==> config.mk <==
export PLATFORM = sky130hd
export DESIGN_NAME = stab_chain_config_bank
export DESIGN_NICKNAME = d
export VERILOG_FILES = /design/src/stab_chain_pkg.sv /design/src/stab_link_if.sv /design/src/stab_chain_config_bank.sv /design/src/bus_avail_timer.sv /design/src/den_gate.sv
export SDC_FILE = /design/constraint.sdc
export NUM_CORES = 1
export LEC_CHECK = 0
export ABC_AREA = 1
export ABC_CLOCK_PERIOD_IN_PS = 3200
export BUFFER_PORTS_ARGS = -buffer_cell sky130_fd_sc_hd__buf_2
export CAP_MARGIN = 20
export CORE_MARGIN = 1
export CORE_UTILIZATION = 55
export DETAILED_ROUTE_END_ITERATION = 8
export GPL_ROUTABILITY_DRIVEN = 0
export PLACE_DENSITY = 0.79
export SYNTH_ARGS = -nofsm -noshare
export SYNTH_HDL_FRONTEND = slang
export SYNTH_SLANG_ARGS = --single-unit
==> constraint.sdc <==
create_clock -name clk_sys -period 3.2 [get_ports clk_sys]
set_input_delay 0.64 -clock clk_sys [delete_from_list [all_inputs] [get_ports clk_sys]]
set_output_delay 0.64 -clock clk_sys [all_outputs]
set_load 0.01 [all_outputs]
==> src/stab_chain_pkg.sv <==
// Constants and types shared by the stabilization config bank
package stab_chain_pkg;
  localparam int REG_W = 8;
  localparam logic [7:0] ADDR_BUS_IDLE = 8'h62;
  localparam logic [7:0] ADDR_RATE_DEV = 8'h63;
  localparam logic [7:0] ADDR_STAB_INT = 8'h6f;
  localparam logic [7:0] ADDR_STAB_CTRL = 8'h70;
  localparam logic [7:0] READ_UNMAPPED = 8'h00;
  localparam logic [7:0] RESET_REG = 8'h00;
  // Writable bits; reserved bits are never stored and read zero
  localparam logic [7:0] MASK_BUS_IDLE = 8'h19;
  localparam logic [7:0] MASK_STAB_INT = 8'he3;
  localparam logic [7:0] MASK_STAB_CTRL = 8'h7f;
  localparam int BIT_PD_DIS = 0;
  localparam int AVB_LSB = 3;
  localparam int ST_LSB = 0;
  localparam int BIT_POL = 5;
  localparam int BIT_LATCH = 6;
  localparam int BIT_DRDY2 = 7;
  localparam int BIT_CHAIN_EN = 0;
  localparam int BIT_LOW_RANGE = 1;
  localparam int RANGE_LSB = 2;
  localparam int BIT_ACCEL_EN = 4;
  localparam int BIT_THREE_WIRE = 5;
  localparam int BIT_LVL_TRIG = 6;
  localparam int CLK_PERIOD_NS = 10;
  localparam int T_AVB_2US_NS = 2000;
  localparam int T_AVB_50US_NS = 50000;
  localparam int T_AVB_1MS_NS = 1000000;
  localparam int T_AVB_25MS_NS = 25000000;
  function automatic int cycles_min(input int t_ns);
    return (t_ns + CLK_PERIOD_NS - 1) / CLK_PERIOD_NS;
  endfunction
  localparam int CYC_AVB_2US = cycles_min(T_AVB_2US_NS);
  localparam int CYC_AVB_50US = cycles_min(T_AVB_50US_NS);
  localparam int CYC_AVB_1MS = cycles_min(T_AVB_1MS_NS);
  localparam int CYC_AVB_25MS = cycles_min(T_AVB_25MS_NS);
  localparam int AVB_CNT_W = 22;
  localparam logic [1:0] AVB_SEL_50US = 2'h0;
  localparam logic [1:0] AVB_SEL_2US = 2'h1;
  localparam logic [1:0] AVB_SEL_1MS = 2'h2;
  localparam logic [1:0] ST_NORMAL = 2'h0;
  localparam logic [1:0] ST_FORBIDDEN = 2'h3;
  localparam logic [1:0] DEN_MODE_TRIG = 2'h2;
  localparam logic [1:0] DEN_MODE_LATCH = 2'h3;
  localparam logic [1:0] RANGE_250 = 2'h0;
  localparam logic [1:0] RANGE_500 = 2'h1;
  localparam logic [1:0] RANGE_1000 = 2'h2;
  typedef enum logic [2:0] {
    GYRO_FS_250 = 3'h0, GYRO_FS_500 = 3'h1, GYRO_FS_1000 = 3'h2,
    GYRO_FS_2000 = 3'h3, GYRO_FS_125 = 3'h4
  } gyro_fs_t;
  typedef enum logic [2:0] {
    AVB_IDLE = 3'h1, AVB_WAIT = 3'h2, AVB_GRANT = 3'h4
  } avb_state_t;
endpackage

==> src/stab_link_if.sv <==
// Carrier between the bank and its timer and data-enable helpers
`timescale 1ns/1ps
interface stab_link_if;
  logic [1:0] avb_sel;
  logic ibi_request;
  logic bus_quiet;
  logic ibi_start;
  logic den_level;
  logic den_pol;
  logic den_trig;
  logic den_latch;
  logic gyro_strobe;
  logic gyro_mark;
  logic gyro_valid;
  modport timer (input avb_sel, input ibi_request, input bus_quiet,
    output ibi_start);
  modport den (input den_level, input den_pol, input den_trig,
    input den_latch, input gyro_strobe, output gyro_mark,
    output gyro_valid);
endinterface

==> src/stab_chain_config_bank.sv <==
// Stabilization chain configuration register bank
`timescale 1ns/1ps
module stab_chain_config_bank #(
  parameter int CYC_50US = stab_chain_pkg::CYC_AVB_50US,
  parameter int CYC_1MS = stab_chain_pkg::CYC_AVB_1MS,
  parameter int CYC_25MS = stab_chain_pkg::CYC_AVB_25MS
) (
  input wire logic clk_sys,
  input wire logic rst,
  input wire logic [7:0] host_addr,
  input wire logic [7:0] host_wdata,
  input wire logic host_wr,
  input wire logic host_rd,
  output logic [7:0] host_rdata,
  input wire logic [7:0] aux_addr,
  input wire logic [7:0] aux_wdata,
  input wire logic aux_wr,
  input wire logic aux_rd,
  output logic [7:0] aux_rdata,
  input wire logic [7:0] rate_deviation,
  input wire logic irq1_routed,
  input wire logic dyn_addr_assigned,
  input wire logic ibi_request,
  input wire logic bus_idle_pin,
  input wire logic data_enable_input,
  input wire logic gyro_sample_strobe,
  input wire logic stab_drdy,
  input wire logic irq2_other,
  output logic irq1_pulldown_on,
  output logic irq_pin_second,
  output logic ibi_start,
  output logic aux_three_wire,
  output logic gyro_stab_active,
  output logic accel_stab_active,
  output logic aux_gyro_visible,
  output logic aux_accel_visible,
  output logic first_lowpass_owned,
  output stab_chain_pkg::gyro_fs_t gyro_range,
  output logic [1:0] accel_selftest,
  output logic gyro_den_mark,
  output logic gyro_den_valid
);
  logic [7:0] bus_idle_cfg, next_bus_idle_cfg;
  logic [7:0] rate_dev_q, next_rate_dev_q;
  logic [7:0] stab_int, next_stab_int;
  logic [7:0] stab_ctrl, next_stab_ctrl;
  logic [7:0] next_host_rdata, next_aux_rdata;
  logic next_pd, next_irq2, next_three_wire;
  logic next_gyro_act, next_accel_act;
  logic [1:0] next_selftest;
  stab_chain_pkg::gyro_fs_t next_range;
  logic idle_meta, idle_sync, den_meta, den_sync;
  logic pd_dis, chain_en, accel_en;
  logic [1:0] st_field;
  stab_link_if lnk ();

  function automatic logic [7:0] read_reg(input logic [7:0] a);
    if (a == stab_chain_pkg::ADDR_BUS_IDLE) return bus_idle_cfg;
    else if (a == stab_chain_pkg::ADDR_RATE_DEV) return rate_dev_q;
    else if (a == stab_chain_pkg::ADDR_STAB_INT) return stab_int;
    else if (a == stab_chain_pkg::ADDR_STAB_CTRL) return stab_ctrl;
    else return stab_chain_pkg::READ_UNMAPPED;
  endfunction

  function automatic stab_chain_pkg::gyro_fs_t fs_sel(
    input logic low, input logic [1:0] r);
    if (low) return stab_chain_pkg::GYRO_FS_125;
    else if (r == stab_chain_pkg::RANGE_250)
      return stab_chain_pkg::GYRO_FS_250;
    else if (r == stab_chain_pkg::RANGE_500)
      return stab_chain_pkg::GYRO_FS_500;
    else if (r == stab_chain_pkg::RANGE_1000)
      return stab_chain_pkg::GYRO_FS_1000;
    else return stab_chain_pkg::GYRO_FS_2000;
  endfunction

  // Pin inputs cross into the system clock through two stages
  always_ff @(posedge clk_sys or posedge rst) begin
    if (rst) begin
      idle_meta <= 1'b0;
      idle_sync <= 1'b0;
      den_meta <= 1'b0;
      den_sync <= 1'b0;
    end else begin
      idle_meta <= bus_idle_pin;
      idle_sync <= idle_meta;
      den_meta <= data_enable_input;
      den_sync <= den_meta;
    end
  end

  // Register writes
  always_comb begin
    next_bus_idle_cfg = bus_idle_cfg;
    next_stab_int = stab_int;
    next_stab_ctrl = stab_ctrl;
    next_rate_dev_q = rate_deviation;
    // Reserved bits are dropped, so a stray one cannot upset the device
    if (host_wr && host_addr == stab_chain_pkg::ADDR_BUS_IDLE)
      next_bus_idle_cfg = host_wdata & stab_chain_pkg::MASK_BUS_IDLE;
    // Only the aux port may change the stabilization registers
    if (aux_wr && aux_addr == stab_chain_pkg::ADDR_STAB_INT)
      next_stab_int = aux_wdata & stab_chain_pkg::MASK_STAB_INT;
    if (aux_wr && aux_addr == stab_chain_pkg::ADDR_STAB_CTRL)
      next_stab_ctrl = aux_wdata & stab_chain_pkg::MASK_STAB_CTRL;
  end

  always_ff @(posedge clk_sys or posedge rst) begin
    if (rst) begin
      bus_idle_cfg <= stab_chain_pkg::RESET_REG;
      rate_dev_q <= stab_chain_pkg::RESET_REG;
      stab_int <= stab_chain_pkg::RESET_REG;
      stab_ctrl <= stab_chain_pkg::RESET_REG;
    end else begin
      bus_idle_cfg <= next_bus_idle_cfg;
      rate_dev_q <= next_rate_dev_q;
      stab_int <= next_stab_int;
      stab_ctrl <= next_stab_ctrl;
    end
  end

  // Read data, one cycle after the strobe; zero when idle
  always_comb begin
    next_host_rdata = host_rd ? read_reg(host_addr)
                              : stab_chain_pkg::READ_UNMAPPED;
    next_aux_rdata = aux_rd ? read_reg(aux_addr)
                            : stab_chain_pkg::READ_UNMAPPED;
  end

  always_ff @(posedge clk_sys or posedge rst) begin
    if (rst) begin
      host_rdata <= stab_chain_pkg::READ_UNMAPPED;
      aux_rdata <= stab_chain_pkg::READ_UNMAPPED;
    end else begin
      host_rdata <= next_host_rdata;
      aux_rdata <= next_aux_rdata;
    end
  end

  // Decoded control outputs
  always_comb begin
    pd_dis = bus_idle_cfg[stab_chain_pkg::BIT_PD_DIS];
    chain_en = stab_ctrl[stab_chain_pkg::BIT_CHAIN_EN];
    accel_en = stab_ctrl[stab_chain_pkg::BIT_ACCEL_EN];
    st_field = stab_int[stab_chain_pkg::ST_LSB +: 2];
    next_pd = !pd_dis && (!irq1_routed || dyn_addr_assigned);
    next_irq2 = stab_int[stab_chain_pkg::BIT_DRDY2] ? stab_drdy
                                                    : irq2_other;
    next_three_wire = stab_ctrl[stab_chain_pkg::BIT_THREE_WIRE];
    next_gyro_act = chain_en;
    // Accel chain needs both enables set by the controller
    next_accel_act = chain_en && accel_en;
    // Forbidden code falls back to normal rather than an odd stimulus
    if (next_accel_act && st_field != stab_chain_pkg::ST_FORBIDDEN)
      next_selftest = st_field;
    else
      next_selftest = stab_chain_pkg::ST_NORMAL;
    next_range = fs_sel(stab_ctrl[stab_chain_pkg::BIT_LOW_RANGE],
      stab_ctrl[stab_chain_pkg::RANGE_LSB +: 2]);
  end

  always_ff @(posedge clk_sys or posedge rst) begin
    if (rst) begin
      irq1_pulldown_on <= 1'b0;
      irq_pin_second <= 1'b0;
      aux_three_wire <= 1'b0;
      gyro_stab_active <= 1'b0;
      accel_stab_active <= 1'b0;
      aux_gyro_visible <= 1'b0;
      aux_accel_visible <= 1'b0;
      first_lowpass_owned <= 1'b0;
      gyro_range <= stab_chain_pkg::GYRO_FS_250;
      accel_selftest <= stab_chain_pkg::ST_NORMAL;
    end else begin
      irq1_pulldown_on <= next_pd;
      irq_pin_second <= next_irq2;
      aux_three_wire <= next_three_wire;
      gyro_stab_active <= next_gyro_act;
      accel_stab_active <= next_accel_act;
      aux_gyro_visible <= next_gyro_act;
      aux_accel_visible <= next_accel_act;
      first_lowpass_owned <= next_gyro_act;
      gyro_range <= next_range;
      accel_selftest <= next_selftest;
    end
  end

  // Helpers run from the registered configuration
  assign lnk.avb_sel = bus_idle_cfg[stab_chain_pkg::AVB_LSB +: 2];
  assign lnk.ibi_request = ibi_request;
  assign lnk.bus_quiet = idle_sync;
  assign lnk.den_level = den_sync;
  assign lnk.den_pol = stab_int[stab_chain_pkg::BIT_POL];
  assign lnk.den_trig = stab_ctrl[stab_chain_pkg::BIT_LVL_TRIG];
  assign lnk.den_latch = stab_int[stab_chain_pkg::BIT_LATCH];
  // Only gyro samples are offered; accel data bypasses data-enable
  assign lnk.gyro_strobe = gyro_sample_strobe && chain_en;
  assign ibi_start = lnk.ibi_start;
  assign gyro_den_mark = lnk.gyro_mark;
  assign gyro_den_valid = lnk.gyro_valid;

  bus_avail_timer #(
    .W(stab_chain_pkg::AVB_CNT_W),
    .CYC_50US(CYC_50US),
    .CYC_1MS(CYC_1MS),
    .CYC_25MS(CYC_25MS)
  ) u_timer (
    .clk_sys(clk_sys),
    .rst(rst),
    .lnk(lnk.timer)
  );

  den_gate u_den (
    .clk_sys(clk_sys),
    .rst(rst),
    .lnk(lnk.den)
  );

  a_host_wr_block: assert property (@(posedge clk_sys) disable iff (rst)
    host_wr && host_addr == stab_chain_pkg::ADDR_STAB_CTRL
      && !(aux_wr && aux_addr == stab_chain_pkg::ADDR_STAB_CTRL)
      |=> $stable(stab_ctrl))
    else $error("primary write changed stabilization control");

  a_aux_wr_readback: assert property (@(posedge clk_sys) disable iff (rst)
    aux_wr && aux_addr == stab_chain_pkg::ADDR_STAB_INT
      && !host_rd ##1 host_rd && host_addr == stab_chain_pkg::ADDR_STAB_INT
      && !aux_wr
      |=> host_rdata == ($past(aux_wdata, 2) & stab_chain_pkg::MASK_STAB_INT))
    else $error("primary read missed aux write");

  a_pulldown_off: assert property (@(posedge clk_sys) disable iff (rst)
    bus_idle_cfg[stab_chain_pkg::BIT_PD_DIS] |=> !irq1_pulldown_on)
    else $error("pull-down on while disabled");

  a_irq2_override: assert property (@(posedge clk_sys) disable iff (rst)
    stab_int[stab_chain_pkg::BIT_DRDY2] |=>
      irq_pin_second == $past(stab_drdy))
    else $error("second irq pin not carrying stabilization ready");

  a_selftest_gate: assert property (@(posedge clk_sys) disable iff (rst)
    !(chain_en && accel_en) |=> accel_selftest == stab_chain_pkg::ST_NORMAL)
    else $error("accel self-test active with chain off");

  a_low_range: assert property (@(posedge clk_sys) disable iff (rst)
    stab_ctrl[stab_chain_pkg::BIT_LOW_RANGE] |=>
      gyro_range == stab_chain_pkg::GYRO_FS_125)
    else $error("low range bit ignored");

  a_accel_active: assert property (@(posedge clk_sys) disable iff (rst)
    accel_stab_active |-> gyro_stab_active && aux_accel_visible)
    else $error("accel chain active without gyro chain");

  a_rate_readout: assert property (@(posedge clk_sys) disable iff (rst)
    aux_rd && aux_addr == stab_chain_pkg::ADDR_RATE_DEV
      |=> aux_rdata == $past(rate_deviation, 2))
    else $error("rate deviation readout stale");

  a_three_wire: assert property (@(posedge clk_sys) disable iff (rst)
    ##1 aux_three_wire == $past(stab_ctrl[stab_chain_pkg::BIT_THREE_WIRE]))
    else $error("aux wire mode mismatch");

  a_idle_reserved: assert property (@(posedge clk_sys) disable iff (rst)
    (bus_idle_cfg & ~stab_chain_pkg::MASK_BUS_IDLE) == '0)
    else $error("reserved bus-idle bit stored");

  a_int_host_block: assert property (@(posedge clk_sys) disable iff (rst)
    host_wr && host_addr == stab_chain_pkg::ADDR_STAB_INT
      && !(aux_wr && aux_addr == stab_chain_pkg::ADDR_STAB_INT)
      |=> $stable(stab_int))
    else $error("primary write changed stabilization interrupt");

  a_rate_host: assert property (@(posedge clk_sys) disable iff (rst)
    host_rd && host_addr == stab_chain_pkg::ADDR_RATE_DEV
      |=> host_rdata == $past(rate_deviation, 2))
    else $error("primary rate deviation readout stale");

  a_host_idle_read: assert property (@(posedge clk_sys) disable iff (rst)
    !host_rd |=> host_rdata == stab_chain_pkg::READ_UNMAPPED)
    else $error("primary read data not cleared");

  a_aux_idle_read: assert property (@(posedge clk_sys) disable iff (rst)
    !aux_rd |=> aux_rdata == stab_chain_pkg::READ_UNMAPPED)
    else $error("aux read data not cleared");

  a_pulldown_on: assert property (@(posedge clk_sys) disable iff (rst)
    !bus_idle_cfg[stab_chain_pkg::BIT_PD_DIS]
      && (!irq1_routed || dyn_addr_assigned) |=> irq1_pulldown_on)
    else $error("pull-down missing while allowed");

  a_irq2_other: assert property (@(posedge clk_sys) disable iff (rst)
    !stab_int[stab_chain_pkg::BIT_DRDY2] |=>
      irq_pin_second == $past(irq2_other))
    else $error("second irq pin lost normal routing");

  a_gyro_chain: assert property (@(posedge clk_sys) disable iff (rst)
    chain_en |=> gyro_stab_active && aux_gyro_visible && first_lowpass_owned)
    else $error("gyro chain outputs missing");

  a_gyro_off: assert property (@(posedge clk_sys) disable iff (rst)
    !chain_en |=> !gyro_stab_active && !first_lowpass_owned)
    else $error("gyro chain active while disabled");

  a_selftest_legal: assert property (@(posedge clk_sys) disable iff (rst)
    accel_selftest != stab_chain_pkg::ST_FORBIDDEN)
    else $error("forbidden self-test code applied");

  a_range_field: assert property (@(posedge clk_sys) disable iff (rst)
    !stab_ctrl[stab_chain_pkg::BIT_LOW_RANGE] |=>
      gyro_range == {1'b0, $past(stab_ctrl[stab_chain_pkg::RANGE_LSB +: 2])})
    else $error("gyro range field ignored");

  a_accel_gate: assert property (@(posedge clk_sys) disable iff (rst)
    !chain_en |=> !accel_stab_active && !aux_accel_visible)
    else $error("accel chain active without chain enable");

  a_accel_visible: assert property (@(posedge clk_sys) disable iff (rst)
    chain_en && accel_en |=> accel_stab_active && aux_accel_visible)
    else $error("accel outputs not exposed");
endmodule // stab_chain_config_bank

==> src/bus_avail_timer.sv <==
// Idle-time wait before an in-band interrupt may start
`timescale 1ns/1ps
module bus_avail_timer #(
  parameter int W = stab_chain_pkg::AVB_CNT_W,
  parameter int CYC_50US = stab_chain_pkg::CYC_AVB_50US,
  parameter int CYC_1MS = stab_chain_pkg::CYC_AVB_1MS,
  parameter int CYC_25MS = stab_chain_pkg::CYC_AVB_25MS
) (
  input wire logic clk_sys,
  input wire logic rst,
  stab_link_if.timer lnk
);
  stab_chain_pkg::avb_state_t state, next_state;
  logic [W-1:0] count, next_count;
  logic [W-1:0] last;
  function automatic logic [W-1:0] last_cycle(input logic [1:0] s);
    if (s == stab_chain_pkg::AVB_SEL_50US) return W'(CYC_50US - 1);
    else if (s == stab_chain_pkg::AVB_SEL_2US)
      return W'(stab_chain_pkg::CYC_AVB_2US - 1);
    else if (s == stab_chain_pkg::AVB_SEL_1MS) return W'(CYC_1MS - 1);
    else return W'(CYC_25MS - 1);
  endfunction
  always_comb begin
    last = last_cycle(lnk.avb_sel);
    next_state = state;
    next_count = count;
    case (state)
      stab_chain_pkg::AVB_IDLE: begin
        next_count = '0;
        if (lnk.ibi_request) next_state = stab_chain_pkg::AVB_WAIT;
      end
      stab_chain_pkg::AVB_WAIT: begin
        // Any bus activity restarts the quiet interval
        if (!lnk.bus_quiet) next_count = '0;
        else if (count >= last) next_state = stab_chain_pkg::AVB_GRANT;
        else next_count = count + W'(1);
      end
      default: begin
        next_state = stab_chain_pkg::AVB_IDLE;
        next_count = '0;
      end
    endcase
  end
  always_ff @(posedge clk_sys or posedge rst) begin
    if (rst) begin
      state <= stab_chain_pkg::AVB_IDLE;
      count <= '0;
      lnk.ibi_start <= 1'b0;
    end else begin
      state <= next_state;
      count <= next_count;
      lnk.ibi_start <= (next_state == stab_chain_pkg::AVB_GRANT);
    end
  end
  a_ibi_quiet_wait: assert property (@(posedge clk_sys) disable iff (rst)
    $rose(lnk.ibi_start) |-> $past(count) >= $past(last)
      && $past(lnk.bus_quiet))
    else $error("in-band interrupt started before idle time");
endmodule // bus_avail_timer

==> src/den_gate.sv <==
// Data-enable marking of gyroscope stabilization samples
`timescale 1ns/1ps
module den_gate (
  input wire logic clk_sys,
  input wire logic rst,
  stab_link_if.den lnk
);
  logic held, next_held;
  logic active;
  logic [1:0] mode;
  logic next_mark;
  always_comb begin
    active = lnk.den_pol ? lnk.den_level : !lnk.den_level;
    mode = {lnk.den_trig, lnk.den_latch};
    // A new active level wins over the clear by a sample
    next_held = active || (held && !lnk.gyro_strobe);
    next_mark = 1'b0;
    if (mode == stab_chain_pkg::DEN_MODE_TRIG) next_mark = active;
    else if (mode == stab_chain_pkg::DEN_MODE_LATCH)
      next_mark = active || held;
  end
  always_ff @(posedge clk_sys or posedge rst) begin
    if (rst) begin
      held <= 1'b0;
      lnk.gyro_mark <= 1'b0;
      lnk.gyro_valid <= 1'b0;
    end else begin
      held <= next_held;
      lnk.gyro_mark <= lnk.gyro_strobe && next_mark;
      lnk.gyro_valid <= lnk.gyro_strobe;
    end
  end
  a_den_no_mode: assert property (@(posedge clk_sys) disable iff (rst)
    !lnk.den_trig |=> !lnk.gyro_mark)
    else $error("gyro sample marked with data-enable mode off");
endmodule // den_gate

## After elaboration in Yosys (flattened, before gate mapping)

Index checks and enable logic that the tools add are counted.

| storage, ports and cells | value |
|---|---|
| output and inout bits | 32 |
| flip-flop bits (word level) | 82 |
| input port bits | 54 |

| cells by class | value |
|---|---|
| multiplexer cells | 29 |
| eq/ne operators | 19 |
| reduce and logical (&&, ||, !) cells | 18 |
| $add $sub $neg | 1 |
| order comparisons | 1 |

Operator list:

| operator | count |
|---|---|
| two-way mux 22 bit | 6 |
| equality test 8 x 7 -> 1 bit, second input constant | 8 |
| two-way mux 8 bit | 8 |
| adder 22 x 1 -> 22 bit, second input constant | 1 |
| greater-or-equal comparator 22 bit | 1 |
| two-way mux 7 bit | 2 |
| two-way mux 3 bit | 4 |
| logical AND 1 bit | 9 |
| equality test 2 bit, second input constant | 4 |
| two-way mux 2 bit | 3 |
| case mux 3 bit (2 select lines) | 1 |
| two-way mux 1 bit | 5 |
| equality test 2 x 1 -> 1 bit, second input constant | 2 |
| zero test 1 bit | 4 |
| zero test 2 bit | 2 |
| equality test 3 x 1 -> 1 bit, second input constant | 1 |
| equality test 3 x 2 -> 1 bit, second input constant | 1 |
| equality test 3 bit, second input constant | 1 |
| logical OR 1 bit | 3 |
| inequality test 3 bit, second input constant | 1 |
| inequality test 2 bit, second input constant | 1 |

## Depth between registers and ports, before layout

Gate-level depths: netlist of the first run.

| depth | value |
|---|---|
| depth in word-level cells | 9 |
| depth in mapped cells | 14 |
| depth with buffers taken out | 13 |

## Hierarchy

Synthesis of the first run repeated with hierarchy kept, for this count alone.

| second synthesis, totals | value |
|---|---|
| cells, all modules | 639 |
| area, all modules | 4785.8 sq um |

Modules (own cells, without submodules):

| module | area each (sq um) | instances | cells each |
|---|---|---|---|
| stab_chain_config_bank | 2387.3 | 1 | 274 |
| bus_avail_timer | 2262.2 | 1 | 349 |
| den_gate | 136.4 | 1 | 16 |

## Worst setup path before layout of the first run

OpenSTA, ideal clock, no wires.

| timing | value |
|---|---|
| path type | register to register |
| from | register bus_idle_cfg[3] |
| to | register u_timer.count[11] |
| required time | 3.083 ns |
| arrival | 2.096 ns |
| buffers on the path | 1 |
| stages on the path, launching flop included | 15 |
| slack | 0.988 ns |
| cells stage by stage | dfrtp_1 > inv_1 > ha_1 > or2_2 > ha_1 > nand3_1 > nor2_1 > nand2_1 > nor2_1 > nand2_1 > nand3_2 > nand2_4 > buf_6 > nand2_1 > nand2_1 |

| between the ends | value |
|---|---|
| word-level cells in the longest chain between the ends | 6 |
| elaborated cells between the ends (all ways) | 8 |
| classes of those cells | order compare (1); eq/ne (3); mux (3); reduce/logical (1) |

RTL lines:

| what | line | source |
|---|---|---|
| start, declared | stab_chain_config_bank.sv:43 | `logic [7:0] bus_idle_cfg, next_bus_idle_cfg;` |
| start signal, assigned | stab_chain_config_bank.sv:110 | `bus_idle_cfg <= stab_chain_pkg::RESET_REG;` |
| start signal, assigned | stab_chain_config_bank.sv:115 | `bus_idle_cfg <= next_bus_idle_cfg;` |
| equality test 2 bit | bus_avail_timer.sv:20 | `else if (s == stab_chain_pkg::AVB_SEL_1MS) return W'(CYC_1MS - 1);` |
| two-way mux 22 bit | bus_avail_timer.sv:20 |  |
| two-way mux 22 bit | bus_avail_timer.sv:18 | `else if (s == stab_chain_pkg::AVB_SEL_2US)` |
| two-way mux 22 bit * | bus_avail_timer.sv:17 | `if (s == stab_chain_pkg::AVB_SEL_50US) return W'(CYC_50US - 1);` |
| greater-or-equal comparator 22 bit * | bus_avail_timer.sv:35 | `else if (count >= last) next_state = stab_chain_pkg::AVB_GRANT;` |
| inequality test 3 bit (no source line) * | - |  |
| end signal, assigned | bus_avail_timer.sv:51 | `count <= next_count;` |
| end, declared | bus_avail_timer.sv:14 | `logic [W-1:0] count, next_count;` |

Mark *: on every way between the ends. The rest lies on a longest branch, timed or not.
A chain may end at the register's enable or synchronous reset.

## Final worst setup path of the first run

| timing | value |
|---|---|
| from | register bus_idle_cfg[3] |
| to | register u_timer.count[14] |

The elaborated chain is that of the path after synthesis.

==> results summary, run 1 <==
In this run the most critical hold path is launched from den_meta. The cell count of the worst reg-to-reg path is 13. The number of warnings issued by yosys came out at 0. The max-cap check violation count is 0. The number of sinks handled by clock tree synthesis is 82.

Ranked by total cell area, the synthesized netlist is headed by sky130_fd_sc_hd__dfrtp_1, sky130_fd_sc_hd__nand2_1, sky130_fd_sc_hd__nand3_1, sky130_fd_sc_hd__nor2_1, sky130_fd_sc_hd__inv_1. The path with the worst hold slack has its endpoint at den_sync. The sequential share of the synthesized area came out at 0.458. The region available for standard cell placement spans 7810 um^2. The total nets after synthesis came out at 650. The largest voltage drop on the vdd net is 0.243 mV. The die boundary height came out at 92.3 um. The initial antenna violation count came out at 0. After detailed routing, the number of vias per cell comes to 5.46. Of the total power, the clock network draws 0.388. Setup repair after global routing left no endpoint under its margin. The internal power of the cells is 1500 uW. The CTS tree is yes. The switching component of the power came out at 514 uW. The largest driver fanout on the critical path is 24. The post-CTS setup buffer count is 0. Of the cells placed in the final design, the portion with a size suffix greater than 1 is 0.184. The share of synthesized area in the top cell type comes to 0.452. The flow ran to the end, and the final reports show no timing, DRC or antenna violations. The top cell types in the final layout, fill and taps aside, are sky130_fd_sc_hd__nand2_1, sky130_fd_sc_hd__dfrtp_1, sky130_fd_sc_hd__buf_2. The power density relative to cell area is 391 nW/um^2. The largest net degree at the start of global routing came out at 49. The final antenna diode count is 0. The synthesized instance count is 577. The final setup violation count is 0. The worst hold path cell count is 0. For the worst setup path, the data arrival time is 2.93 ns. The share of total power dissipated in sequential elements is 0.536. The number of input and output port buffers inserted is 80. After detailed routing, the average wire length per cell comes to 14.3 um. The longest clock path from root to sink contains 2 buffers. The synthesized cell area is 4480 um^2. In this run the static leakage power is 0.00274 uW.

The setup slack on the worst flop-to-flop path is 0.51 ns. Leaving out fill and tap cells, the most frequent cell in the layout is sky130_fd_sc_hd__nand2_1. In this run, synthesis produced a sequential element count of 82. The most critical setup path has its startpoint at bus_idle_cfg[3]. The starting utilization of the core area came out at 0.574. The combinational group share of total power came out at 0.076. The first-pass iteration count of the detailed router is 5. The number of clock buffers inserted by TritonCTS came out at 9. For this design the top-level I/O count stands at 86. For the worst setup path, the data required time is 3.44 ns. In this run the worst hold path is classified as reg -> reg. The final net count is 732. The first-pass GRT wire length is 18,200 um. Static timing analysis puts the maximum clock frequency at 372 MHz. The final non-filler cell area came out at 5160 um^2. The number of max-slew violations in the final report is 0. The final hold violation count is 0.

STA classifies the critical path endpoint as a flop. After layout, the minimum clock period comes to 2.69 ns. The total number of vias is 4,181. The area of placed instances came out at 4950 um^2.

In this run the remaining antenna-violating nets after routing total 0. The worst hold slack came out at 0.357 ns. Yosys mapped the design onto 37 distinct sky130hd cell types. The clock edge transition at the registers on the reported setup and hold paths came out at 0.09 ns. The final total negative setup slack is 0 ns. The detailed-route DRC error count is 0.

The area growth from synthesis to layout is 15.1%. Dividing the final minimum period by the clock period gives 0.841. The endpoint of the lowest-slack register-to-register path is u_timer.count[14]. The clock latency of the later-clocked register in the worst-skew pair came out at 0.36 ns. The headroom to the max-slew limit is 0.344. The actual slew at the worst max-slew pin came out at 0.977 ns. The number of hold buffers added after CTS was 0. Once detailed placement completed, the half-perimeter wirelength came to 8160 um. In this run, post-CTS repair resized a total of 0 instances. The cell taking the most area after synthesis is sky130_fd_sc_hd__dfrtp_1. The proportion of total power due to net switching is 0.255. The kind of launch point of the worst setup path is a flop. The power consumption came out at 2020 uW. The total global routing overflow came out at 0. The detailed router's first-iteration violation count came out at 384. The via count of the first global-routing pass came to 3,926. The worst setup path is of the reg -> reg kind. For this block, the routed nets add up to 11,000 um of wire. The library cell used as clock root buffer is sky130_fd_sc_hd__clkbuf_8. The site row count came out at 32.

Clock skew on the completed layout was measured at 0.00991 ns. The die covers 8510 um^2. The level count of the clock H-tree came out at 3. The global-route total usage across every layer is 0.274. The synthesized area divided by synthesized cell count came out at 7.77 um^2. The die boundary width is 92.3 um. The startpoint identified for the worst register-to-register timing path is bus_idle_cfg[3].
==> synth_stat cells, drive strengths merged <==
| cell | instances |
|---|---|
| xnor2 | 1 |
| buf | 13 |
| dfstp | 1 |
| nor2 | 75 |
| nor4 | 4 |
| o21ai | 34 |
| clkbuf | 1 |
| inv | 68 |
| nand4 | 4 |
| ha | 19 |
| o21bai | 4 |
| nor3 | 20 |
| a211oi | 1 |
| nor3b | 2 |
| nand2 | 155 |
| mux2 | 4 |
| a21oi | 21 |
| xor2 | 7 |
| or2 | 2 |
| nand3 | 55 |
| a21boi | 1 |
| nand3b | 1 |
| o21a | 1 |
| dfrtp | 81 |
| o211ai | 2 |
==> flip-flops by register name (all words and copies together), names as in the netlist <==
name / cells
u_den.held: 1
idle_sync: 1
den_sync: 1
aux_rdata: 8
stab_ctrl: 7
u_den.lnk.gyro_valid: 1
gyro_range: 3
aux_accel_visible: 1
aux_three_wire: 1
accel_selftest: 2
stab_int: 5
host_rdata: 8
irq1_pulldown_on: 1
idle_meta: 1
bus_idle_cfg: 3
rate_dev_q: 8
u_timer.count: 22
first_lowpass_owned: 1
u_timer.lnk.ibi_start: 1
u_den.lnk.gyro_mark: 1
irq_pin_second: 1
u_timer.state: 3
den_meta: 1
==> cells by family (layout without fill, tap and decap cells) <==
| logic type | Yosys count | in the layout | synth area share |
|---|---|---|---|
| buf+inv | 82 | 169 | 0.0776 |
| xor+xnor | 8 | 8 | 0.0156 |
| compound gates | 64 | 64 | 0.0765 |
| mux | 4 | 4 | 0.0101 |
| fa+ha+maj | 19 | 19 | 0.0531 |
| simple gates | 318 | 318 | 0.309 |
| flops | 82 | 82 | 0.458 |
==> metrics by stage <==
stage | utilization | instances | setup slack [ns]
4_1_cts | 0.661 | 766 | 0.505
3_5_place_dp | 0.635 | 750 | 0.521
6_report | 0.661 | 766 | 0.508
2_1_floorplan | - | 577 | 0.453
3_3_place_gp | 0.635 | 750 | 0.597
5_1_grt | 0.661 | 766 | 0.305
==> cell type report <==
class                      instances  area, um^2
tap                              102         128
clock inverter                     5        62.6
inverter                          68         256
timing repair buffer              85         438
multi-input combinational        413        2080
fill                             671        2650
clock buffer                      11         141
sequential                        82        2050
==> critical path: stages, from the launching register on <==
cell	delay, ns
sky130_fd_sc_hd__dfrtp_1	0.48
sky130_fd_sc_hd__inv_1	0.12
sky130_fd_sc_hd__ha_1	0.22
sky130_fd_sc_hd__or2_2	0.35
sky130_fd_sc_hd__ha_1	0.30
sky130_fd_sc_hd__nand3_1	0.07
sky130_fd_sc_hd__nor2_1	0.13
sky130_fd_sc_hd__nand2_1	0.07
sky130_fd_sc_hd__nor2_1	0.08
sky130_fd_sc_hd__nand2_1	0.07
sky130_fd_sc_hd__nand3_2	0.24
sky130_fd_sc_hd__nand2_4	0.24
sky130_fd_sc_hd__nand2_1	0.15
sky130_fd_sc_hd__nand2_1	0.06
==> power groups by stage <==
stage / registers (uW) / logic [uW] / clock network (uW)
floorplan: 1100 / 82.9 / 0
detailed placement: 1100 / 153 / 0
CTS: 1080 / 154 / 790
global route: 1090 / 174 / 828
finish: 1080 / 153 / 783
global placement: 1100 / 145 / 0
==> worst max path at each step <==
stage,endpoint,slack (ns)
finish,u_timer.count[14],0.51
global route,u_timer.count[19],0.30
CTS,u_timer.count[14],0.50
detailed placement,u_timer.count[21],0.52
global placement,u_timer.count[14],0.60
floorplan,accel_selftest[0],0.45
==> per-layer routing <==
layer | share of wire | track usage | vias to the layer above
li1 | - | - | 2011
met1 | 0.44 | 0.375 | 1937
met2 | 0.46 | 0.439 | 207
met3 | 0.069 | 0.0398 | 26
met4 | 0.024 | 0.109 | 0
met5 | 0 | 0 | -
No activity file was read; power rests on OpenSTA's default activity.
==> inputs of run 2 (changes only) <==
ABC_CLOCK_PERIOD_IN_PS = 2700   (was 3200)
clock period = 2.7 ns   (was 3.2 ns; I/O delays follow)
==> results summary, run 2 (synthesis results as in run 1) <==
The highest attainable clock frequency is 410 MHz (+10%). The post-route fraction of the period consumed by the critical path came out at 0.904 (+0.0624). The initial antenna violation count is 0 (unchanged).

The number of flip-flops under the largest register name is 22 (unchanged). The first-pass iteration count of the detailed router came to 5 (unchanged). The number of clock buffers inserted by TritonCTS came out at 9 (unchanged). The minimum clock period came out at 2.44 ns (-0.252 ns). The final total negative setup slack came to 0 ns (unchanged). The number of max-slew violations in the final report is 0 (unchanged). The power density relative to cell area came out at 461 nW/um^2 (+18%). The launch instance of the worst register-to-register path is bus_idle_cfg[4]. The worst hold slack came out at 0.282 ns (-0.0756 ns). The headroom to the max-slew limit was 0.486 (+0.142). The run finished with clean final reports.

The setup slack on the worst flop-to-flop path is 0.26 ns (-0.25 ns). The largest clock skew in the final design is 0.00746 ns (-0.00246 ns). The remaining antenna violation count came out at 0 (unchanged). The worst endpoint data arrival time came to 2.69 ns (-0.24 ns). After detailed routing, no signal wire sits above met4. Setup repair after global routing left no endpoint under its margin.

The required time of the critical path came out at 2.95 ns (-0.49 ns). In this run the most critical hold path is launched from data_enable_input. The area of placed instances is 4980 um^2 (+0.56%). The detailed router's first-iteration violation count is 274 (-29%). The largest driver fanout on the critical path came out at 24 (unchanged). The fraction of layout cells with a size suffix above 1 is 0.189 (+0.00545). The via count of the first global-routing pass is 4,003 (+2.0%). The final setup violation count came out at 0 (unchanged). TritonCTS built the clock tree. The root buffer cell chosen for the clock tree is sky130_fd_sc_hd__clkbuf_8. The most critical setup path has its startpoint at bus_idle_cfg[4]. The site row count came to 32 (unchanged). The floorplan core area is 7810 um^2 (unchanged). The reported leakage power is 0.00276 uW (+0.80%).

The clock edge transition at the registers on the reported setup and hold paths came out at 0.09 ns (about the same). The final non-filler cell area is 5190 um^2 (+0.65%). The post-detailed-routing wire length is 10,700 um (-2.2%).

The actual slew at the worst max-slew pin is 0.771 ns (-0.206 ns). STA classifies the critical path endpoint as a flop. The number of vias per cell came out at 5.39 (-1.2%).

The library cells used most frequently in the layout, excluding fill and tap cells, are sky130_fd_sc_hd__nand2_1, sky130_fd_sc_hd__dfrtp_1, sky130_fd_sc_hd__buf_2. The max-cap check violation count is 0 (unchanged). The kind of launch point of the worst setup path is a flop. More flip-flops sit in one register than any other, and that register is u_timer.count. The sum of met3 wire segment lengths after detailed routing came to 867 um (+15%). The final routed wire length divided by cell count came to 14.0 um (-2.4%). The final hold violation count is 0 (unchanged). The amount of wire on met2 after detailed routing came to 4930 um (-3.0%).

The largest voltage drop on the vdd net came out at 0.299 mV (+23%). The level count of the clock H-tree is 3 (unchanged). The detailed-route DRC error count is 0 (unchanged). The largest net degree at the start of global routing was 46 (-6.1%).

The die boundary height came out at 92.3 um (unchanged). The total number of vias is 4,141 (-0.96%). The library cell used most frequently in the layout, excluding fill and tap cells, is sky130_fd_sc_hd__nand2_1. The die area is 8510 um^2 (unchanged).

The total global routing overflow is 0 (unchanged). The final net count is 734 (+0.27%). The clock latency of the later-clocked register in the worst-skew pair came to 0.35 ns (about the same). The quantity of hold-fixing buffers added after cts came to 0 (unchanged). The number of input and output port buffers inserted is 80 (unchanged). The number of buffers between clock root and the deepest sink came to 2 (unchanged). The die boundary width is 92.3 um (unchanged). The total of fill cells in the finished design is 661 (-1.5%). The global-route total usage across every layer came out at 0.273 (-0.00150). The half-perimeter wire length after placement came out at 7960 um (-2.5%). The count of pins on the block boundary came to 86 (unchanged). The type of the worst setup path is reg -> reg. The routed length on met1 came to 4740 um (-2.7%).

In this run the worst hold path is classified as in -> reg. The post-CTS setup buffer count is 0 (unchanged). The starting utilization of the core area came out at 0.574 (unchanged). The area growth from synthesis to layout is 15.9%. The first-pass GRT wire length is 18,200 um (+0.11%).

The utilization of the core after routing came out at 0.665 (+0.00433). The final antenna diode count was 0 (unchanged). The number of sinks handled by clock tree synthesis came to 82 (unchanged).
[run 2: cell count changes in the layout (fill, tap and decap cells not counted)]
cell,before,now
sky130_fd_sc_hd__buf_12,0,1
sky130_fd_sc_hd__buf_4,5,6
sky130_fd_sc_hd__clkbuf_1,1,0
sky130_fd_sc_hd__clkbuf_8,10,9
sky130_fd_sc_hd__clkinv_2,1,2
sky130_fd_sc_hd__clkinv_8,0,1
sky130_fd_sc_hd__clkinvlp_4,2,1
sky130_fd_sc_hd__dfrtp_1,81,80
sky130_fd_sc_hd__dfrtp_2,0,1
sky130_fd_sc_hd__inv_6,2,3
[run 2: final cells by class]
class	count	area [um^2]	share of cell area
Sequential cell	82	2050	0.396
Timing Repair Buffer	87	465	0.0896
Multi-Input combinational cell	413	2080	0.400
Clock buffer	9	124	0.0239
Tap cell	102	128	0.0246
Inverter	68	256	0.0494
Clock inverter	7	85.1	0.0164
[run 2: repair_timing]
item,in CTS,in global routing
endpoints found under the hold margin,0,0
endpoints found under the setup margin,0,8
resized for setup,0,1
[run 2: critical path, cell delays in order, from the launching register on]
cell and delay (ns):
sky130_fd_sc_hd__dfrtp_1 0.44, sky130_fd_sc_hd__inv_1 0.12, sky130_fd_sc_hd__ha_1 0.21, sky130_fd_sc_hd__or2_2 0.35
sky130_fd_sc_hd__ha_1 0.29, sky130_fd_sc_hd__nand3_1 0.07, sky130_fd_sc_hd__nor2_1 0.13, sky130_fd_sc_hd__nand2_1 0.08
sky130_fd_sc_hd__nor2_1 0.10, sky130_fd_sc_hd__nand2_1 0.07, sky130_fd_sc_hd__nand3_2 0.11, sky130_fd_sc_hd__nand2_4 0.18
sky130_fd_sc_hd__nand2_1 0.13, sky130_fd_sc_hd__nand2_1 0.05
[run 2: power by group]
part / internal, uW / switching (uW) / leakage [uW]
sequential: 1260 / 25.7 / 0.00108
combinational: 67.4 / 116 / 0.00158
clock: 443 / 487 / 0.000103
total: 1770 / 628 / 0.00276
[run 2: worst paths after layout]
path                                      to  depth (start not counted)
hold reg to reg                     den_sync                          0
setup reg to reg           u_timer.count[20]                         13
hold / removal                      den_meta                          1
setup / recovery           u_timer.count[20]                         13
max in group asynchronous    bus_idle_cfg[3]                          3
min in group asynchronous       stab_ctrl[1]                          2
[run 2: layer usage]
| layer | vias up | track usage |
|---|---|---|
| met5 | - | 0 |
| met4 | 0 | 0.100 |
| met3 | 19 | 0.0539 |
| met2 | 204 | 0.435 |
| met1 | 1902 | 0.368 |
| li1 | 2016 | - |
[run 2: through the flow]
stage	power, uW	cells	worst slack, ns
2_1_floorplan	1400	577	0.0532
3_3_place_gp	1480	752	0.295
3_5_place_dp	1490	752	0.216
4_1_cts	2410	768	0.205
5_1_grt	2490	768	0.0291
6_report	2400	768	0.260
==> inputs of run 3 (changes only) <==
ABC_AREA = 0   (was 1)
CORE_UTILIZATION = 41   (was 55)
PLACE_DENSITY = unset   (was 0.79)
==> results summary, run 3 <==
The run finished with clean final reports. The reported leakage power is 0.00236 uW (-15%). The delay of the slowest critical-path stage was 0.45 ns (about the same). The cell count of the worst reg-to-reg path is 9 (-4). The count of state elements after synthesis came to 82 (unchanged). The synthesized area divided by synthesized cell count came out at 11.4 um^2 (+46%). The highest attainable clock frequency is 379 MHz (-7.6%). The worst setup path is launched from a flop. The global-route total usage across every layer is 0.195 (-0.0773).

The required time of the critical path is 2.99 ns (+0.04 ns). The max-cap check violation count is 0 (unchanged). The clock latency of the later-clocked register in the worst-skew pair is 0.37 ns (+0.02 ns). The post-detailed-routing wire length came out at 9220 um (-14%). The total number of vias came out at 3,089 (-25%). The largest clock skew in the final design came out at 0.00853 ns (+0.00108 ns). The synthesized instance count is 348 (-40%). The first-pass GRT wire length is 14,900 um (-18%).

The number of synthesized flops with an enable pin is 0 (unchanged). The number of flip-flops under the largest register name came out at 22 (unchanged). The number of buffers and inverters on the critical path is 1 (unchanged). The power density relative to cell area came to 474 nW/um^2 (+2.8%). The top cell type's share of synthesized area came out at 0.513 (+0.0608). More flip-flops sit in one register than any other, and that register is u_timer.count.

The number of warnings issued by yosys came out at 0 (unchanged). The portion of total power attributed to the clock network came to 0.375 (-0.013). The final setup violation count came out at 0 (unchanged). The number of vias per cell is 5.30 (-1.7%). The multi-input gate area in the final layout came out at 1880 um^2 (-9.4%). By area the synthesized netlist is led by sky130_fd_sc_hd__dfrtp_1, sky130_fd_sc_hd__ha_1, sky130_fd_sc_hd__mux2_2, sky130_fd_sc_hd__nand2_1, sky130_fd_sc_hd__a222oi_1. The proportion of synthesized flip-flops having asynchronous set or reset came out at 1.00 (unchanged).

The setup slack on the worst flop-to-flop path is 0.06 ns (-0.20 ns). The power consumption came out at 2340 uW (-2.4%). The actual slew at the worst max-slew pin is 0.639 ns (-0.132 ns).

The total nets after synthesis is 421 (-35%). The sequential share of the synthesized area came out at 0.520 (+0.0615). The footprint of the flip-flops and latches was 2050 um^2 (unchanged). Yosys instantiated no cell more often than sky130_fd_sc_hd__dfrtp_1.

The remaining antenna violation count is 0 (unchanged). The largest individual stage delay along the critical path comes from the cell sky130_fd_sc_hd__dfrtp_2. The launch instance of the worst register-to-register path is bus_idle_cfg[3].

The first-pass iteration count of the detailed router is 6 (+1). The die boundary height was 100 um (+8.6%). The worst slack after detailed placement is -0.0267 ns (-0.243 ns). The endpoint of the lowest-slack register-to-register path is u_timer.count[14].

The site row count is 35 (+9.4%). For this run, the leading register cell type out of synthesis is sky130_fd_sc_hd__dfrtp_1. The final hold violation count came out at 0 (unchanged). Counting instances in the post-synthesis netlist gives the leading cell types as sky130_fd_sc_hd__dfrtp_1, sky130_fd_sc_hd__nand2_1, sky130_fd_sc_hd__ha_1, sky130_fd_sc_hd__nor2_1. The area growth from synthesis to layout is 24.8%. The quantity of hold-fixing buffers added after cts is 0 (unchanged).

In the layout the commonest cells are sky130_fd_sc_hd__dfrtp_1, sky130_fd_sc_hd__buf_2, sky130_fd_sc_hd__nand2_1. The cell sitting at the root of the clock tree is a sky130_fd_sc_hd__clkbuf_8. The via count of the first global-routing pass is 3,053 (-24%). The largest voltage drop on the vdd net is 0.261 mV (-13%). Traced cell by cell, the critical path runs through inv_2 -> ha_2 -> ha_1 -> and3_4 -> a221oi_4 -> a211o_4 -> nand4_2 -> or3_1 -> a21oi_1. The fraction of layout cells with a size suffix above 1 came out at 0.377 (+0.187). The number of different library cells in the post-synthesis netlist was 56 (+51%). The number of max-slew violations in the final report is 0 (unchanged). The number of sinks handled by clock tree synthesis was 82 (unchanged). The final worst slack is 0.0586 ns (-0.202 ns). The final routed wire length divided by cell count is 15.8 um (+13%).

The minimum clock period is 2.64 ns (+0.202 ns). The internal power of the cells came out at 1700 uW (-3.9%). The worst setup path is captured at a flop.

The level count of the clock H-tree was 3 (unchanged). The switching component of the power is 638 uW (+1.6%). Broken down by cell family, the worst path's largest delay share belongs to simple AND/OR/NAND/NOR gates.

The worst endpoint data arrival time was 2.93 ns (+0.24 ns). The largest driver fanout on the critical path came to 8 (-67%). The number of clock buffers inserted by TritonCTS came out at 9 (unchanged).

The tightest min-delay check is of the in -> async type. The floorplan core area came out at 9280 um^2 (+19%). The final net count came out at 522 (-29%).

The final antenna diode count is 0 (unchanged). Setup repair after global routing could not meet its margin everywhere. The worst setup path is of the reg -> reg kind. The half-perimeter wire length after placement came out at 6750 um (-15%). The worst hold slack is 0.231 ns (-0.0510 ns). The post-route fraction of the period consumed by the critical path came to 0.978 (+0.0747). The sequential share of power is 0.549 (+0.014). The number of input and output port buffers inserted came out at 80 (unchanged). The largest net degree at the start of global routing came out at 37 (-20%).

The detailed router's first-iteration violation count came out at 84 (-69%). The cell taking the most area after synthesis is sky130_fd_sc_hd__dfrtp_1. The count of pins on the block boundary came out at 86 (unchanged). The proportion of total power due to net switching came out at 0.273 (+0.0108). The initial antenna violation count came to 0 (unchanged).

The combinational group share of total power was 0.076 (about the same). The utilization of the core after routing came out at 0.531 (-0.134). The die area came out at 10,000 um^2 (+18%).

The synthesized cell area came out at 3950 um^2 (-12%). The starting utilization of the core area came to 0.425 (-0.148). The total of fill cells in the finished design is 878 (+33%). The clock edge transition at the registers on the reported setup and hold paths is 0.09 ns (about the same). The die boundary width came to 100 um (+8.6%).

The detailed-route DRC error count is 0 (unchanged). The headroom to the max-slew limit came out at 0.574 (+0.0880). The number of buffers between clock root and the deepest sink came out at 2 (unchanged). TritonCTS built the clock tree. The total global routing overflow came out at 0 (unchanged).
[run 3: cell types whose count changed after synthesis, sizes merged, moves of 9 or more]
cell and change:
nand2 -127, nor2 -56, inv -51, nand3 -43, o21ai -24, nor3 -17
mux2 +12, a21oi -9, nor2b +9
[run 3: kinds of logic (layout without fill, tap and decap cells)]
| kind of cell | Yosys count | count (layout) | share of synthesized area |
|---|---|---|---|
| xor gates and xnor gates | 5 | 5 | 0.0111 |
| and+or+nand+nor | 126 | 127 | 0.190 |
| buffers and inverters | 29 | 134 | 0.0361 |
| AOI/OAI and AO/OA | 71 | 71 | 0.137 |
| DFF | 82 | 82 | 0.520 |
| muxes | 16 | 16 | 0.0456 |
| adders and majority gates | 19 | 19 | 0.0602 |
[run 3: power by group through the flow]
| stage | Combinational [uW] | Sequential, uW | Clock [uW] |
|---|---|---|---|
| after global placement | 169 | 1310 | 0 |
| after floorplan | 89.9 | 1300 | 0 |
| after detailed placement | 173 | 1310 | 0 |
| after global routing | 200 | 1290 | 961 |
| final | 177 | 1280 | 876 |
| after CTS | 174 | 1280 | 911 |
[run 3: layout make-up]
type / count / share of cell area
sequential: 82 / 0.417
multi-input combinational: 238 / 0.382
timing repair buffer: 101 / 0.115
tap: 129 / 0.0327
clock buffer: 9 / 0.0251
clock inverter: 7 / 0.0145
inverter: 17 / 0.0132
[run 3: what timing repair did]
action	in CTS	in global routing
gates resized for setup	5	18
gates cloned	0	1
buffers inserted	0	2
pin swaps	0	7
setup endpoints to repair	12	21
[run 3: metal layers]
metal	vias up	routed length [um]	track usage
met5	-	0	0
met4	0	221	0.0680
met3	21	447	0.0564
met2	99	4550	0.334
met1	1486	4000	0.235
li1	1483	-	-
[run 3: how the worst max path moves through the flow]
stage | cells after the start | start | end | slack (ns)
detailed placement | 9 | bus_idle_cfg[3] | u_timer.count[19] | -0.03
CTS | 11 | bus_idle_cfg[4] | u_timer.count[16] | -0.007
global placement | 10 | bus_idle_cfg[3] | u_timer.count[16] | 0.01
global route | 11 | bus_idle_cfg[4] | u_timer.count[7] | -0.05
floorplan | 12 | bus_idle_cfg[3] | u_timer.count[0] | 0.01
finish | 9 | bus_idle_cfg[3] | u_timer.count[14] | 0.06
[run 3: per-stage QoR]
stage          std cells  setup TNS, ns  cell area [um^2]
3_3_place_gp         564              0              4590
5_1_grt              583         -0.278              4930
3_5_place_dp         564        -0.0956              4590
2_1_floorplan        348              0              3970
6_report             583              0              4930
4_1_cts              580       -0.00681              4800
